## src/verilog/ocpb_pkg.sv

```systemverilog
// package for the overcurrent pickup and blocking stage
package ocpb_pkg;
  // ---------------------------------------------------------------
  // register map (byte addresses)
  // ---------------------------------------------------------------
  localparam logic [11:0] OCPB_GEN_OFS = 12'h000;
  localparam logic [11:0] OCPB_THR_OFS = 12'h004;
  localparam logic [11:0] OCPB_HARM_OFS = 12'h008;
  localparam logic [11:0] OCPB_DLY_OFS = 12'h00c;
  localparam logic [11:0] OCPB_STAT_OFS = 12'h010;
  localparam logic [11:0] OCPB_TIME_OFS = 12'h014;
  localparam logic [11:0] OCPB_RATIO_OFS = 12'h018;
  localparam logic [11:0] OCPB_THR_BUS_OFS = 12'h01c;
  // ---------------------------------------------------------------
  // reset values (currents in 0.01 x In, limits in 0.01 %, time in 5 ms ticks)
  // ---------------------------------------------------------------
  localparam logic [15:0] OCPB_THR_RST = 16'h0078;
  localparam logic [15:0] OCPB_HARM_LIM_RST = 16'h0001;
  localparam logic [15:0] OCPB_REL_DLY_RST = 16'h000c;
  localparam logic [15:0] OCPB_OP_DLY_RST = 16'h0014;
  localparam logic [15:0] OCPB_RESET_RATIO_PCT = 16'h0061;
  localparam logic [15:0] OCPB_PCT_FULL = 16'h0064;
  localparam logic [15:0] OCPB_HARM_SCALE = 16'h2710;
  // ---------------------------------------------------------------
  // timing
  // ---------------------------------------------------------------
  localparam int OCPB_CLK_MHZ = 250;
  localparam int OCPB_TICK_US = 5000;
  localparam int OCPB_TICK_CYC = OCPB_TICK_US * OCPB_CLK_MHZ;
  // ---------------------------------------------------------------
  // enumerations
  // ---------------------------------------------------------------
  typedef enum logic [1:0] {OCPB_MAG_RMS, OCPB_MAG_TRMS, OCPB_MAG_PP, OCPB_MAG_RSV} ocpb_mag_e;
  typedef enum logic [2:0] {OCPB_LN_ON, OCPB_LN_BLOCKED, OCPB_LN_TEST, OCPB_LN_TEST_BLK, OCPB_LN_OFF} ocpb_ln_e;
  typedef enum logic [1:0] {OCPB_COND_NORMAL, OCPB_COND_START, OCPB_COND_TRIP, OCPB_COND_BLOCKED} ocpb_cond_e;
  // force: 0 normal, 1 start, 2 trip, 3 blocked, 4..9 start and a..f trip phase mask 1..6
  typedef logic [3:0] ocpb_force_t;
  typedef enum logic [1:0] {OCPB_ST_IDLE, OCPB_ST_RUN, OCPB_ST_RELEASE, OCPB_ST_BLOCKED} ocpb_st_e;
  // ---------------------------------------------------------------
  // carriers
  // ---------------------------------------------------------------
  typedef struct packed {
    logic [15:0] rms;
    logic [15:0] trms;
    logic [15:0] pp;
    logic [15:0] h2;
  } ocpb_phase_s;
  typedef struct packed {
    ocpb_phase_s [2:0] ph;
  } ocpb_side_s;
  typedef struct packed {
    logic start;
    logic trip;
    logic blocked;
    logic [2:0] ph_start;
    logic [2:0] ph_trip;
  } ocpb_out_s;
endpackage : ocpb_pkg

```

## src/verilog/ocpb_stage.sv

```systemverilog
// overcurrent pickup, blocking and status stage with apb settings
//
// Design decisions made here: the placing of the registers and the APB register port.
module ocpb_stage #(
  parameter int TICK_CYC = ocpb_pkg::OCPB_TICK_CYC // cycles per 5 ms program cycle
) (
  input wire logic clk_sys_in, // 250 mhz clock
  input wire logic srst_in, // sync reset, active high
  input wire logic psel_in, // apb select
  input wire logic penable_in, // apb enable
  input wire logic pwrite_in, // apb direction
  input wire logic [11:0] paddr_in, // apb byte address
  input wire logic [31:0] pwdata_in, // apb write data
  output logic [31:0] prdata_out, // apb read data
  output logic pready_out, // apb ready
  output logic pslverr_out, // apb error
  input wire ocpb_pkg::ocpb_side_s side1_in, // side 1 measurements
  input wire ocpb_pkg::ocpb_side_s side2_in, // side 2 measurements
  input wire logic ext_block_in, // blocking matrix input
  input wire logic force_enable_in, // global stage forcing enable
  input wire logic [15:0] group_thr_in, // threshold from active setting group
  input wire logic group_thr_load_in, // pulse: setting group change
  input wire logic [15:0] comm_thr_in, // threshold from comm bus
  input wire logic comm_thr_load_in, // pulse: comm bus threshold write
  output ocpb_pkg::ocpb_out_s status_out, // start/trip/blocked flags
  output ocpb_pkg::ocpb_cond_e cond_out, // overall condition
  output logic [2:0] mode_out // effective node mode
);
  import ocpb_pkg::*;

  // ---------------------------------------------------------------
  // state
  // ---------------------------------------------------------------
  typedef struct packed {
    logic [31:0] tick_cnt;
    logic tick;
    logic [15:0] thr;
    logic [15:0] harm_lim;
    logic [15:0] rel_dly;
    logic [15:0] op_dly;
    ocpb_mag_e mag_sel;
    logic side2;
    logic comm_allow;
    ocpb_ln_e logical_node_mode;
    ocpb_force_t force_sel;
    logic inrush_en;
    logic delayed_rel;
    logic [2:0] pick;
    ocpb_st_e st;
    logic [15:0] op_cnt;
    logic [15:0] rel_cnt;
    logic [15:0] ratio;
    logic [15:0] imax;
    ocpb_out_s flags;
    ocpb_cond_e cond;
    logic [31:0] prdata;
    logic pready;
    logic pslverr;
  } ocpb_state_s;

  ocpb_state_s q, d;

  // ---------------------------------------------------------------
  // functions
  // ---------------------------------------------------------------
  // magnitude by selection
  function automatic logic [15:0] pick_mag(input ocpb_phase_s p, input ocpb_mag_e s);
    case (s)
      OCPB_MAG_TRMS: pick_mag = p.trms;
      OCPB_MAG_PP: pick_mag = p.pp;
      default: pick_mag = p.rms;
    endcase
  endfunction : pick_mag

  // ratio a*100/b, saturating, b of zero gives all ones
  function automatic logic [15:0] pct_of(input logic [15:0] a, input logic [15:0] b);
    logic [31:0] r;
    r = 32'h0;
    if (b == 16'h0) begin
      r = 32'hffff;
    end else begin
      r = ({16'h0, a} * 32'(OCPB_PCT_FULL)) / {16'h0, b};
    end
    pct_of = (r > 32'hffff) ? 16'hffff : r[15:0];
  endfunction : pct_of

  // overall condition, trip outranks start, start outranks blocked
  function automatic ocpb_cond_e cond_of(input ocpb_out_s f);
    if (f.trip) begin
      cond_of = OCPB_COND_TRIP;
    end else if (f.start) begin
      cond_of = OCPB_COND_START;
    end else if (f.blocked) begin
      cond_of = OCPB_COND_BLOCKED;
    end else begin
      cond_of = OCPB_COND_NORMAL;
    end
  endfunction : cond_of

  // masks 7 are codes 1 and 2, so sixteen codes cover every listed combination
  function automatic ocpb_out_s force_flags(input ocpb_force_t f);
    force_flags = '0;
    case (f)
      4'h1: force_flags.ph_start = 3'h7;
      4'h2: force_flags.ph_trip = 3'h7;
      4'h3: force_flags.blocked = 1'b1;
      4'h4, 4'h5, 4'h6, 4'h7, 4'h8, 4'h9: begin
        force_flags.ph_start = 3'(f - 4'h3);
      end
      default: begin
        if (f != 4'h0) begin
          force_flags.ph_trip = 3'(f - 4'h9);
        end
      end
    endcase
  endfunction : force_flags

  ocpb_side_s meas;
  logic [15:0] mag [3];
  logic [31:0] rel_lvl;
  logic inrush;
  logic apb_acc;
  logic blk_eff;
  logic any_pick;

  always_comb begin
    d = q;
    // ---------------------------------------------------------------
    // measurement selection and inrush detection
    // ---------------------------------------------------------------
    meas = q.side2 ? side2_in : side1_in;
    rel_lvl = {16'h0, q.thr} * 32'(OCPB_RESET_RATIO_PCT);
    inrush = 1'b0;
    for (int i = 0; i < 3; i++) begin
      mag[i] = pick_mag(meas.ph[i], q.mag_sel);
      // h2*10000 > lim*fund
      if (({16'h0, meas.ph[i].h2} * 32'(OCPB_HARM_SCALE)) > ({16'h0, q.harm_lim} * {16'h0, meas.ph[i].rms})) begin
        inrush = q.inrush_en;
      end
    end

    // ---------------------------------------------------------------
    // program cycle tick
    // ---------------------------------------------------------------
    d.tick = 1'b0;
    if (q.tick_cnt >= 32'(TICK_CYC - 1)) begin
      d.tick_cnt = 32'h0;
      d.tick = 1'b1;
    end else begin
      d.tick_cnt = q.tick_cnt + 32'h1;
    end

    // ---------------------------------------------------------------
    // apb slave, answers in the access cycle with no wait
    // ---------------------------------------------------------------
    apb_acc = psel_in && penable_in;
    d.pready = psel_in && !penable_in;
    d.pslverr = 1'b0;
    d.prdata = 32'h0;
    if (psel_in && !penable_in) begin
      case (paddr_in)
        OCPB_GEN_OFS: d.prdata = {18'h0, q.force_sel, q.delayed_rel, q.inrush_en, q.logical_node_mode, q.comm_allow,
                                  q.side2, q.mag_sel, 1'b0};
        OCPB_THR_OFS: d.prdata = {16'h0, q.thr};
        OCPB_HARM_OFS: d.prdata = {16'h0, q.harm_lim};
        OCPB_DLY_OFS: d.prdata = {q.op_dly, q.rel_dly};
        OCPB_STAT_OFS: d.prdata = {18'h0, q.logical_node_mode, q.cond, q.flags};
        OCPB_TIME_OFS: d.prdata = {q.op_dly, 16'(q.op_dly - q.op_cnt)};
        OCPB_RATIO_OFS: d.prdata = {q.imax, q.ratio};
        OCPB_THR_BUS_OFS: d.prdata = 32'h0;
        default: d.pslverr = 1'b1;
      endcase
    end
    d.pslverr = d.pslverr && psel_in && !penable_in;
    if (apb_acc && q.pready && pwrite_in && !q.pslverr) begin
      case (paddr_in)
        OCPB_GEN_OFS: begin
          // general settings live here only, a group change never touches them
          d.mag_sel = ocpb_mag_e'(pwdata_in[2:1]);
          d.side2 = pwdata_in[3];
          d.comm_allow = pwdata_in[4];
          d.logical_node_mode = (pwdata_in[7:5] > 3'h4) ? OCPB_LN_OFF : ocpb_ln_e'(pwdata_in[7:5]);
          d.inrush_en = pwdata_in[8];
          d.delayed_rel = pwdata_in[9];
          d.force_sel = pwdata_in[13:10];
        end
        OCPB_THR_OFS: d.thr = pwdata_in[15:0];
        OCPB_HARM_OFS: d.harm_lim = pwdata_in[15:0];
        OCPB_DLY_OFS: begin
          d.rel_dly = pwdata_in[15:0];
          d.op_dly = pwdata_in[31:16];
        end
        OCPB_THR_BUS_OFS: begin
          if (q.comm_allow) begin
            d.thr = pwdata_in[15:0];
          end
        end
        default: d.thr = q.thr;
      endcase
    end
    if (group_thr_load_in) begin
      d.thr = group_thr_in;
    end
    if (comm_thr_load_in && q.comm_allow) begin
      d.thr = comm_thr_in;
    end

    // ---------------------------------------------------------------
    // protection processing, once per tick
    // ---------------------------------------------------------------
    blk_eff = 1'b0;
    any_pick = 1'b0;
    if (q.tick) begin
      blk_eff = ext_block_in || inrush || (q.logical_node_mode == OCPB_LN_BLOCKED) || (q.logical_node_mode == OCPB_LN_TEST_BLK);
      d.imax = 16'h0;
      for (int i = 0; i < 3; i++) begin
        // shared threshold, hysteresis at 97 percent
        if ({16'h0, mag[i]} * 32'(OCPB_PCT_FULL) > {16'h0, q.thr} * 32'(OCPB_PCT_FULL)) begin
          d.pick[i] = 1'b1;
        end else if ({16'h0, mag[i]} * 32'(OCPB_PCT_FULL) < rel_lvl) begin
          d.pick[i] = 1'b0;
        end
        if (mag[i] > d.imax) begin
          d.imax = mag[i];
        end
      end
      d.ratio = pct_of(d.imax, q.thr);
      any_pick = |d.pick;
      // ---------------------------------------------------------------
      // state machine
      // ---------------------------------------------------------------
      case (q.st)
        OCPB_ST_IDLE: begin
          if (any_pick && blk_eff) begin
            d.st = OCPB_ST_BLOCKED;
          end else if (any_pick) begin
            d.st = OCPB_ST_RUN;
            d.op_cnt = 16'h1;
          end
        end
        OCPB_ST_RUN: begin
          if (!any_pick || blk_eff) begin
            d.st = q.delayed_rel ? OCPB_ST_RELEASE : OCPB_ST_IDLE;
            d.rel_cnt = 16'h0;
            if (!q.delayed_rel) begin
              d.op_cnt = 16'h0;
            end
          end else if (q.op_cnt < q.op_dly) begin
            d.op_cnt = q.op_cnt + 16'h1;
          end
        end
        OCPB_ST_RELEASE: begin
          if (any_pick && !blk_eff) begin
            d.st = OCPB_ST_RUN;
          end else if (q.rel_cnt + 16'h1 >= q.rel_dly) begin
            d.st = OCPB_ST_IDLE;
            d.op_cnt = 16'h0;
          end else begin
            d.rel_cnt = q.rel_cnt + 16'h1;
          end
        end
        OCPB_ST_BLOCKED: begin
          if (!any_pick || !blk_eff) begin
            d.st = OCPB_ST_IDLE;
          end
        end
        default: d.st = OCPB_ST_IDLE;
      endcase
      if (q.logical_node_mode == OCPB_LN_OFF) begin
        d.st = OCPB_ST_IDLE;
        d.op_cnt = 16'h0;
      end

      // ---------------------------------------------------------------
      // status flags and forcing
      // ---------------------------------------------------------------
      d.flags = '0;
      if (d.st == OCPB_ST_RUN || d.st == OCPB_ST_RELEASE) begin
        d.flags.ph_start = (d.st == OCPB_ST_RUN) ? d.pick : q.flags.ph_start;
        if (d.st == OCPB_ST_RUN && d.op_cnt >= q.op_dly) begin
          d.flags.ph_trip = d.pick;
        end
      end
      d.flags.blocked = (d.st == OCPB_ST_BLOCKED);
      if (q.force_sel != 4'h0 && force_enable_in) begin
        d.flags = force_flags(q.force_sel);
      end
      d.flags.start = |d.flags.ph_start;
      d.flags.trip = |d.flags.ph_trip;
      d.cond = cond_of(d.flags);
    end
  end

  // ---------------------------------------------------------------
  // registers
  // ---------------------------------------------------------------
  always_ff @(posedge clk_sys_in) begin
    if (srst_in) begin
      q <= '0;
      q.thr <= OCPB_THR_RST;
      q.harm_lim <= OCPB_HARM_LIM_RST;
      q.rel_dly <= OCPB_REL_DLY_RST;
      q.op_dly <= OCPB_OP_DLY_RST;
      q.mag_sel <= OCPB_MAG_RMS;
      q.logical_node_mode <= OCPB_LN_ON;
      q.st <= OCPB_ST_IDLE;
      q.cond <= OCPB_COND_NORMAL;
      q.delayed_rel <= 1'b1;
    end else begin
      q <= d;
    end
  end

  // ---------------------------------------------------------------
  // outputs
  // ---------------------------------------------------------------
  assign prdata_out = q.prdata;
  assign pready_out = q.pready;
  assign pslverr_out = q.pslverr;
  assign status_out = q.flags;
  assign cond_out = q.cond;
  assign mode_out = q.logical_node_mode;
endmodule : ocpb_stage

```

## config.mk

```make
export PLATFORM = sky130hd
export DESIGN_NAME = ocpb_stage
export DESIGN_NICKNAME = d
export VERILOG_FILES = /design/src/verilog/ocpb_pkg.sv /design/src/verilog/ocpb_stage.sv
export SDC_FILE = /design/constraint.sdc
export NUM_CORES = 2
export LEC_CHECK = 0
export BUFFER_PORTS_ARGS = -buffer_cell sky130_fd_sc_hd__buf_2
export CAP_MARGIN = 20
export CORE_MARGIN = 2
export CORE_UTILIZATION = 55
export DETAILED_ROUTE_END_ITERATION = 12
export GPL_ROUTABILITY_DRIVEN = 1
export GPL_TIMING_DRIVEN = 0
export HOLD_SLACK_MARGIN = 0.03
export MAX_ROUTING_LAYER = met4
export PLACE_DENSITY = 0.85
export SKIP_CTS_REPAIR_TIMING = 1
export SYNTH_ARGS = -nofsm -noshare
export SYNTH_HDL_FRONTEND = slang
export SYNTH_SLANG_ARGS = --single-unit
```

## constraint.sdc

```tcl
create_clock -name clk_sys_in -period 311 [get_ports clk_sys_in]
set_input_delay 62.2 -clock clk_sys_in [delete_from_list [all_inputs] [get_ports clk_sys_in]]
set_output_delay 62.2 -clock clk_sys_in [all_outputs]
set_load 0.02 [all_outputs]
```

# Yosys cells after proc, flatten, opt, wreduce, memory -nomap -nowiden
# Index checks and enable logic that the tools add are counted.
# Widths: inputs -> output; s select.
[word_totals]
ff_bits = 224
latchBits = 0
mem_bits_rw = 0
rom_bits = 0
in_bits = 469
output_inout_bits = 48
mem_count = 0
[classes]
addsub = 6
mul = 12
n_div = 1
magnitude_cmp = 18
eq_ne = 31
shift = 0
mux = 69
bitwise_logic = 1
n_reduce_logical = 42
[op_table]
columns = ["cell", "count"]
rows = [
  ["$mux 16", 17],
  ["$pmux 32 s7", 1],
  ["$mux 192", 1],
  ["$pmux 16 s2", 5],
  ["$mux 32", 4],
  ["$mul 16x5->21 const B", 5],
  ["$gt 30x32->1", 3],
  ["$mul 16x16->32", 3],
  ["$mul 16x10->26 const B", 3],
  ["$mux 77", 1],
  ["$mux 18", 4],
  ["$gt 23x23->1", 3],
  ["$lt 23x23->1", 3],
  ["$eq 12x5->1 const B", 4],
  ["$pmux 16 s3", 1],
  ["$add 16x1->16 const B", 2],
  ["$add 32x1->32 const B", 1],
  ["$div 23x16->32", 1],
  ["$ge 16x16->1", 2],
  ["$ge 32x21->1 const B", 1],
  ["$gt 16x16->1", 2],
  ["$gt 32x16->1 const B", 1],
  ["$eq 12x4->1 const B", 2],
  ["$mul 16x7->23 const B", 1],
  ["other kinds (43)", 109],
]

# Logic depth before layout (Yosys ltp)
[depth]
word_depth = 24
ltp_mapped = 630

# Worst setup path before layout
# Ideal clock, no wire load.
[synth_timing]
path_type = "input-to-reg"
from = "in side1_in[49] (netlist name)"
to = "reg q[61] (netlist name)"
setup_ps = 125
t_arrival_ps = 174887
path_slack_ps = 135988
stages = 605
n_path_buf = 47
path_cell_list = "mux2_4 -> a222oi_1 -> ha_1 -> nand4_1 -> nor2_1 -> or2_1 -> buf_4 -> ha_1 -> nor2b_1 -> o211ai_1 -> a2111oi_0 -> or4b_1 -> buf_2 -> nand2_1 -> mux2_2 -> ha_1 -> nand3_1 -> nor4_1 -> [... 569 more ...] -> a21oi_1 -> nand3_1 -> nor3_1 -> nand2_1 -> nor3_1 -> buf_2 -> buf_2 -> nand2_1 -> o21ai_1 -> ha_1 -> a21o_1 -> a21o_1 -> a21oi_1 -> o211ai_1 -> a211oi_1 -> nand3_1 -> a21oi_1 -> a31oi_1"
[synth_via]
elab_chain_cells = 17
[synth_lines]
columns = ["element", "line_no", "text"]
rows = [
  ["start: declaration", "ocpb_stage.sv:17", "input wire ocpb_pkg::ocpb_side_s side1_in,"],
  ["$mux 192 (*)", "ocpb_stage.sv:131", "meas = q.side2 ? side2_in : side1_in;"],
  ["$pmux 16 s2 (*)", "ocpb_stage.sv:68", "case (s)"],
  ["$gt 16x1->1", "ocpb_stage.sv:223", "if (mag[i] > d.imax) begin"],
  ["$mux 16 (*)", "ocpb_stage.sv:223", ""],
  ["$mux 16 (*)", "ocpb_stage.sv:213", "if (q.tick) begin"],
  ["$gt 16x16->1", "ocpb_stage.sv:223", ""],
  ["$mux 16 (*)", "ocpb_stage.sv:223", ""],
  ["$mux 16 (*)", "ocpb_stage.sv:213", ""],
  ["$gt 16x16->1", "ocpb_stage.sv:223", ""],
  ["$mux 16 (*)", "ocpb_stage.sv:223", ""],
  ["$mux 16 (*)", "ocpb_stage.sv:213", ""],
  ["$mul 16x5->21 (*)", "ocpb_stage.sv:82", "r = ({16'h0, a} * 32'(OCPB_PCT_FULL)) / {16'h0, b};"],
  ["$div 23x16->32 (*)", "ocpb_stage.sv:82", ""],
  ["$mux 32 (*)", "ocpb_stage.sv:79", "if (b == 16'h0) begin"],
  ["$mux 32 (*)", "ocpb_stage.sv:213", ""],
  ["$gt 32x16->1", "ocpb_stage.sv:84", "pct_of = (r > 32'hffff) ? 16'hffff : r[15:0];"],
  ["$mux 16 (*)", "ocpb_stage.sv:84", ""],
  ["end: declaration", "ocpb_stage.sv:61", "ocpb_state_s q, d;"],
]
# Mark *: on every way between the ends. The rest lies on a longest branch, timed or not. The select of a mux whose other input is x is not followed.
# A chain may end at the register's enable or synchronous reset.

# Worst setup path after layout
[layout_timing]
from = "in side2_in[60] (netlist name)"
to = "reg q[61] (netlist name)"
[layout_via]
elab_chain_cells = 17
[layout_lines]
columns = ["element", "line_no", "text"]
rows = [
  ["start: declaration", "ocpb_stage.sv:18", "input wire ocpb_pkg::ocpb_side_s side2_in,"],
  ["$mux 192 (*)", "ocpb_stage.sv:131", ""],
  ["$pmux 16 s2 (*)", "ocpb_stage.sv:68", ""],
  ["$gt 16x1->1", "ocpb_stage.sv:223", ""],
  ["$mux 16 (*)", "ocpb_stage.sv:223", ""],
  ["$mux 16 (*)", "ocpb_stage.sv:213", ""],
  ["$gt 16x16->1", "ocpb_stage.sv:223", ""],
  ["$mux 16 (*)", "ocpb_stage.sv:223", ""],
  ["$mux 16 (*)", "ocpb_stage.sv:213", ""],
  ["$gt 16x16->1", "ocpb_stage.sv:223", ""],
  ["$mux 16 (*)", "ocpb_stage.sv:223", ""],
  ["$mux 16 (*)", "ocpb_stage.sv:213", ""],
  ["$mul 16x5->21 (*)", "ocpb_stage.sv:82", ""],
  ["$div 23x16->32 (*)", "ocpb_stage.sv:82", ""],
  ["$mux 32 (*)", "ocpb_stage.sv:79", ""],
  ["$mux 32 (*)", "ocpb_stage.sv:213", ""],
  ["$gt 32x16->1", "ocpb_stage.sv:84", ""],
  ["$mux 16 (*)", "ocpb_stage.sv:84", ""],
]
# Marked as above.

==> flow_summary.json <==
{
  "grt_usage_pct": 40.2,
  "cts.sinks": 224,
  "hold_viol_final": 0,
  "timing.fmax_mhz": 4.97,
  "rows": 141,
  "avgViaCountPerCell": 6.15,
  "cp_common_cell": "o21a_1",
  "io_pins": 517,
  "period_share_pct": 64.7,
  "start_util_pct": 55.6,
  "yosysTopAreaCellShare_pct": 23.2,
  "cp-end-kind": "register",
  "core-area_sq_mm": 0.148,
  "seq_area_frac_synth_pct": 5.45,
  "hold_ws_ns": 0.470,
  "async_flop_share_pct": 0,
  "synth_area_leader_cell": "ha_1",
  "cts_buffer_depth": 3,
  "setup_viol": 0,
  "crit_path_max_fanout": 10,
  "overflow": 0,
  "critPathRequiredTime_ns": 311.39,
  "placed_cell_area_sq_mm": 0.0877,
  "clkTransAtPathRegs_ns": 0.06,
  "hp-class": "reg2reg",
  "drive_gt1_share_pct": 9.99,
  "postSynthCellCount": 10400,
  "yosys_warnings": 0,
  "final_cells": 13000,
  "relSlewSlack_pct": 8.98,
  "cts_root_buf": "clkbuf_16",
  "finalSetupTns_ns": 0,
  "die_y_microns": 391,
  "route.detailed.drc": 0,
  "critPathLaunchType": "input pin",
  "cp.arrival_ns": 201.60,
  "syn_area_per_cell_sq_um": 7.95,
  "cts_buffers": 26,
  "synth_area_leaders": "ha_1 23%, fa_1 18%, inv_1 6.8%",
  "die-area_sq_mm": 0.153,
  "whs_path_depth": 1,
  "portBuffers": 514,
  "synth_ff_type": "dfxtp_1",
  "layout.nets": 13700,
  "r2r_setup_slack_ns": 168.09,
  "fin_area_sq_mm": 0.0888,
  "maxCapViolCount": 0,
  "synthesis.area_sq_mm": 0.0823,
  "min_period_ns": 201.21,
  "tritoncts": "built",
  "clk_latency_ns": 0.58,
  "crit_slowest_cell": "mux2i_1",
  "tightest_slew_ns": 1.37,
  "dr.pass1.iters": 10,
  "rsz0062_at_grt": "false",
  "regArea_sq_mm": 0.00448,
  "drtIter0Drc": 7263,
  "grt_max_degree": 35,
  "grt_pass1_vias": 79400,
  "status": "finished, final reports clean",
  "num_vias": 79600,
  "cpPeakStageDelay_ns": 1.02,
  "hpwlAfterDp_microns": 254000,
  "drt_wl_total_microns": 302000,
  "synthDistinctLibCells": 138,
  "ant_nets": 0,
  "layout_common_cells": "1527 x ha_1, 1481 x inv_1, 1009 x nand2_1",
  "fillCellCount": 13400,
  "post_drt_wl_per_cell_microns": 23.3,
  "layout_commonest_cell": "ha_1",
  "gp_congestion": 1.08,
  "r2r_cells": 609,
  "multi_input_area_sq_mm": 0.0706,
  "skew_ns": 0.0503,
  "grt_first_pass_wirelength_microns": 458000,
  "antenna_found_initial": 56,
  "synth-seq-cells": 224,
  "cts_max_level": 1,
  "synth_edf_count": 0,
  "syn2layout_area_growth_pct": 7.86,
  "dp_cells": 12800,
  "die_width_microns": 391,
  "worst-setup-path-type": "in2reg",
  "slew_viol_final": 0
}
==> per-layer routing <==
layer | wire length, microns | GRT usage (%)
met5 | 0 | -
met4 | 25700 | 27.0
met3 | 33300 | 11.7
met2 | 132000 | 62.2
met1 | 111000 | 45.1
==> flip-flops by register name (all words and copies together), names as in the netlist <==
register	cells
pready_out	1
cond_out	2
mode_out	3
q	176
prdata_out	32
pslverr_out	1
status_out	9
==> logic make-up after synthesis <==
kind of cell	after synthesis	synth area share [%]
adder cells (fa/ha/maj)	2280	41.5
XOR/XNOR	382	4.10
flip-flops	224	5.45
other	1	0.00455
multiplexers	386	5.18
AND/OR/NAND/NOR	3092	18.1
AO/OA/AOI/OAI	2109	16.8
buffers and inverters	1885	8.93
==> Yosys cell counts, types with 257 or more instances <==
library cell and number:
nor3_1 313, a21oi_1 625, ha_1 1527, mux2_2 266, o21ai_0 373, inv_1 1496
xnor2_1 257, o21a_1 297, fa_1 752, nor2_1 682, nand2_1 1009, clkbuf_1 276
==> final timing paths <==
check	start	endpoint
worst max-delay path	side2_in[60]	q[61]
worst min-delay path	q[192]	q[192]
worst max register to register	q[124]	q[61]
worst min register to register	q[192]	q[192]
==> layout make-up <==
type	instances	share of cell area, %
Sequential cell	224	5.05
Multi-Input combinational cell	8264	79.5
Clock buffer	32	0.838
Buffer	381	1.93
Tap cell	1930	2.72
Inverter	1504	6.36
Timing Repair Buffer	543	3.32
Antenna cell	61	0.172
Clock inverter	11	0.159
==> metrics by stage <==
step | setup WS, ns | utilization (%)
2_1_floorplan | 135.99 | -
3_3_place_gp | 114.21 | 59.0
3_5_place_dp | 112.44 | 59.2
4_1_cts | 112.49 | 59.8
5_1_grt | 100.24 | 59.9
6_report | 109.79 | 59.9
==> critical path: cells and delay by family <==
kind	cells	cell delay, ns
AOI/OAI and AO/OA	362	78.51
xor gates and xnor gates	3	0.75
adders and majority gates	38	11.60
buffers and inverters	62	18.58
muxes	6	2.43
and+or+nand+nor	133	27.31
Power is left out: the tool's default activity adds up to more than one toggle a clock period on the data nets, which glitch-free logic cannot reach.
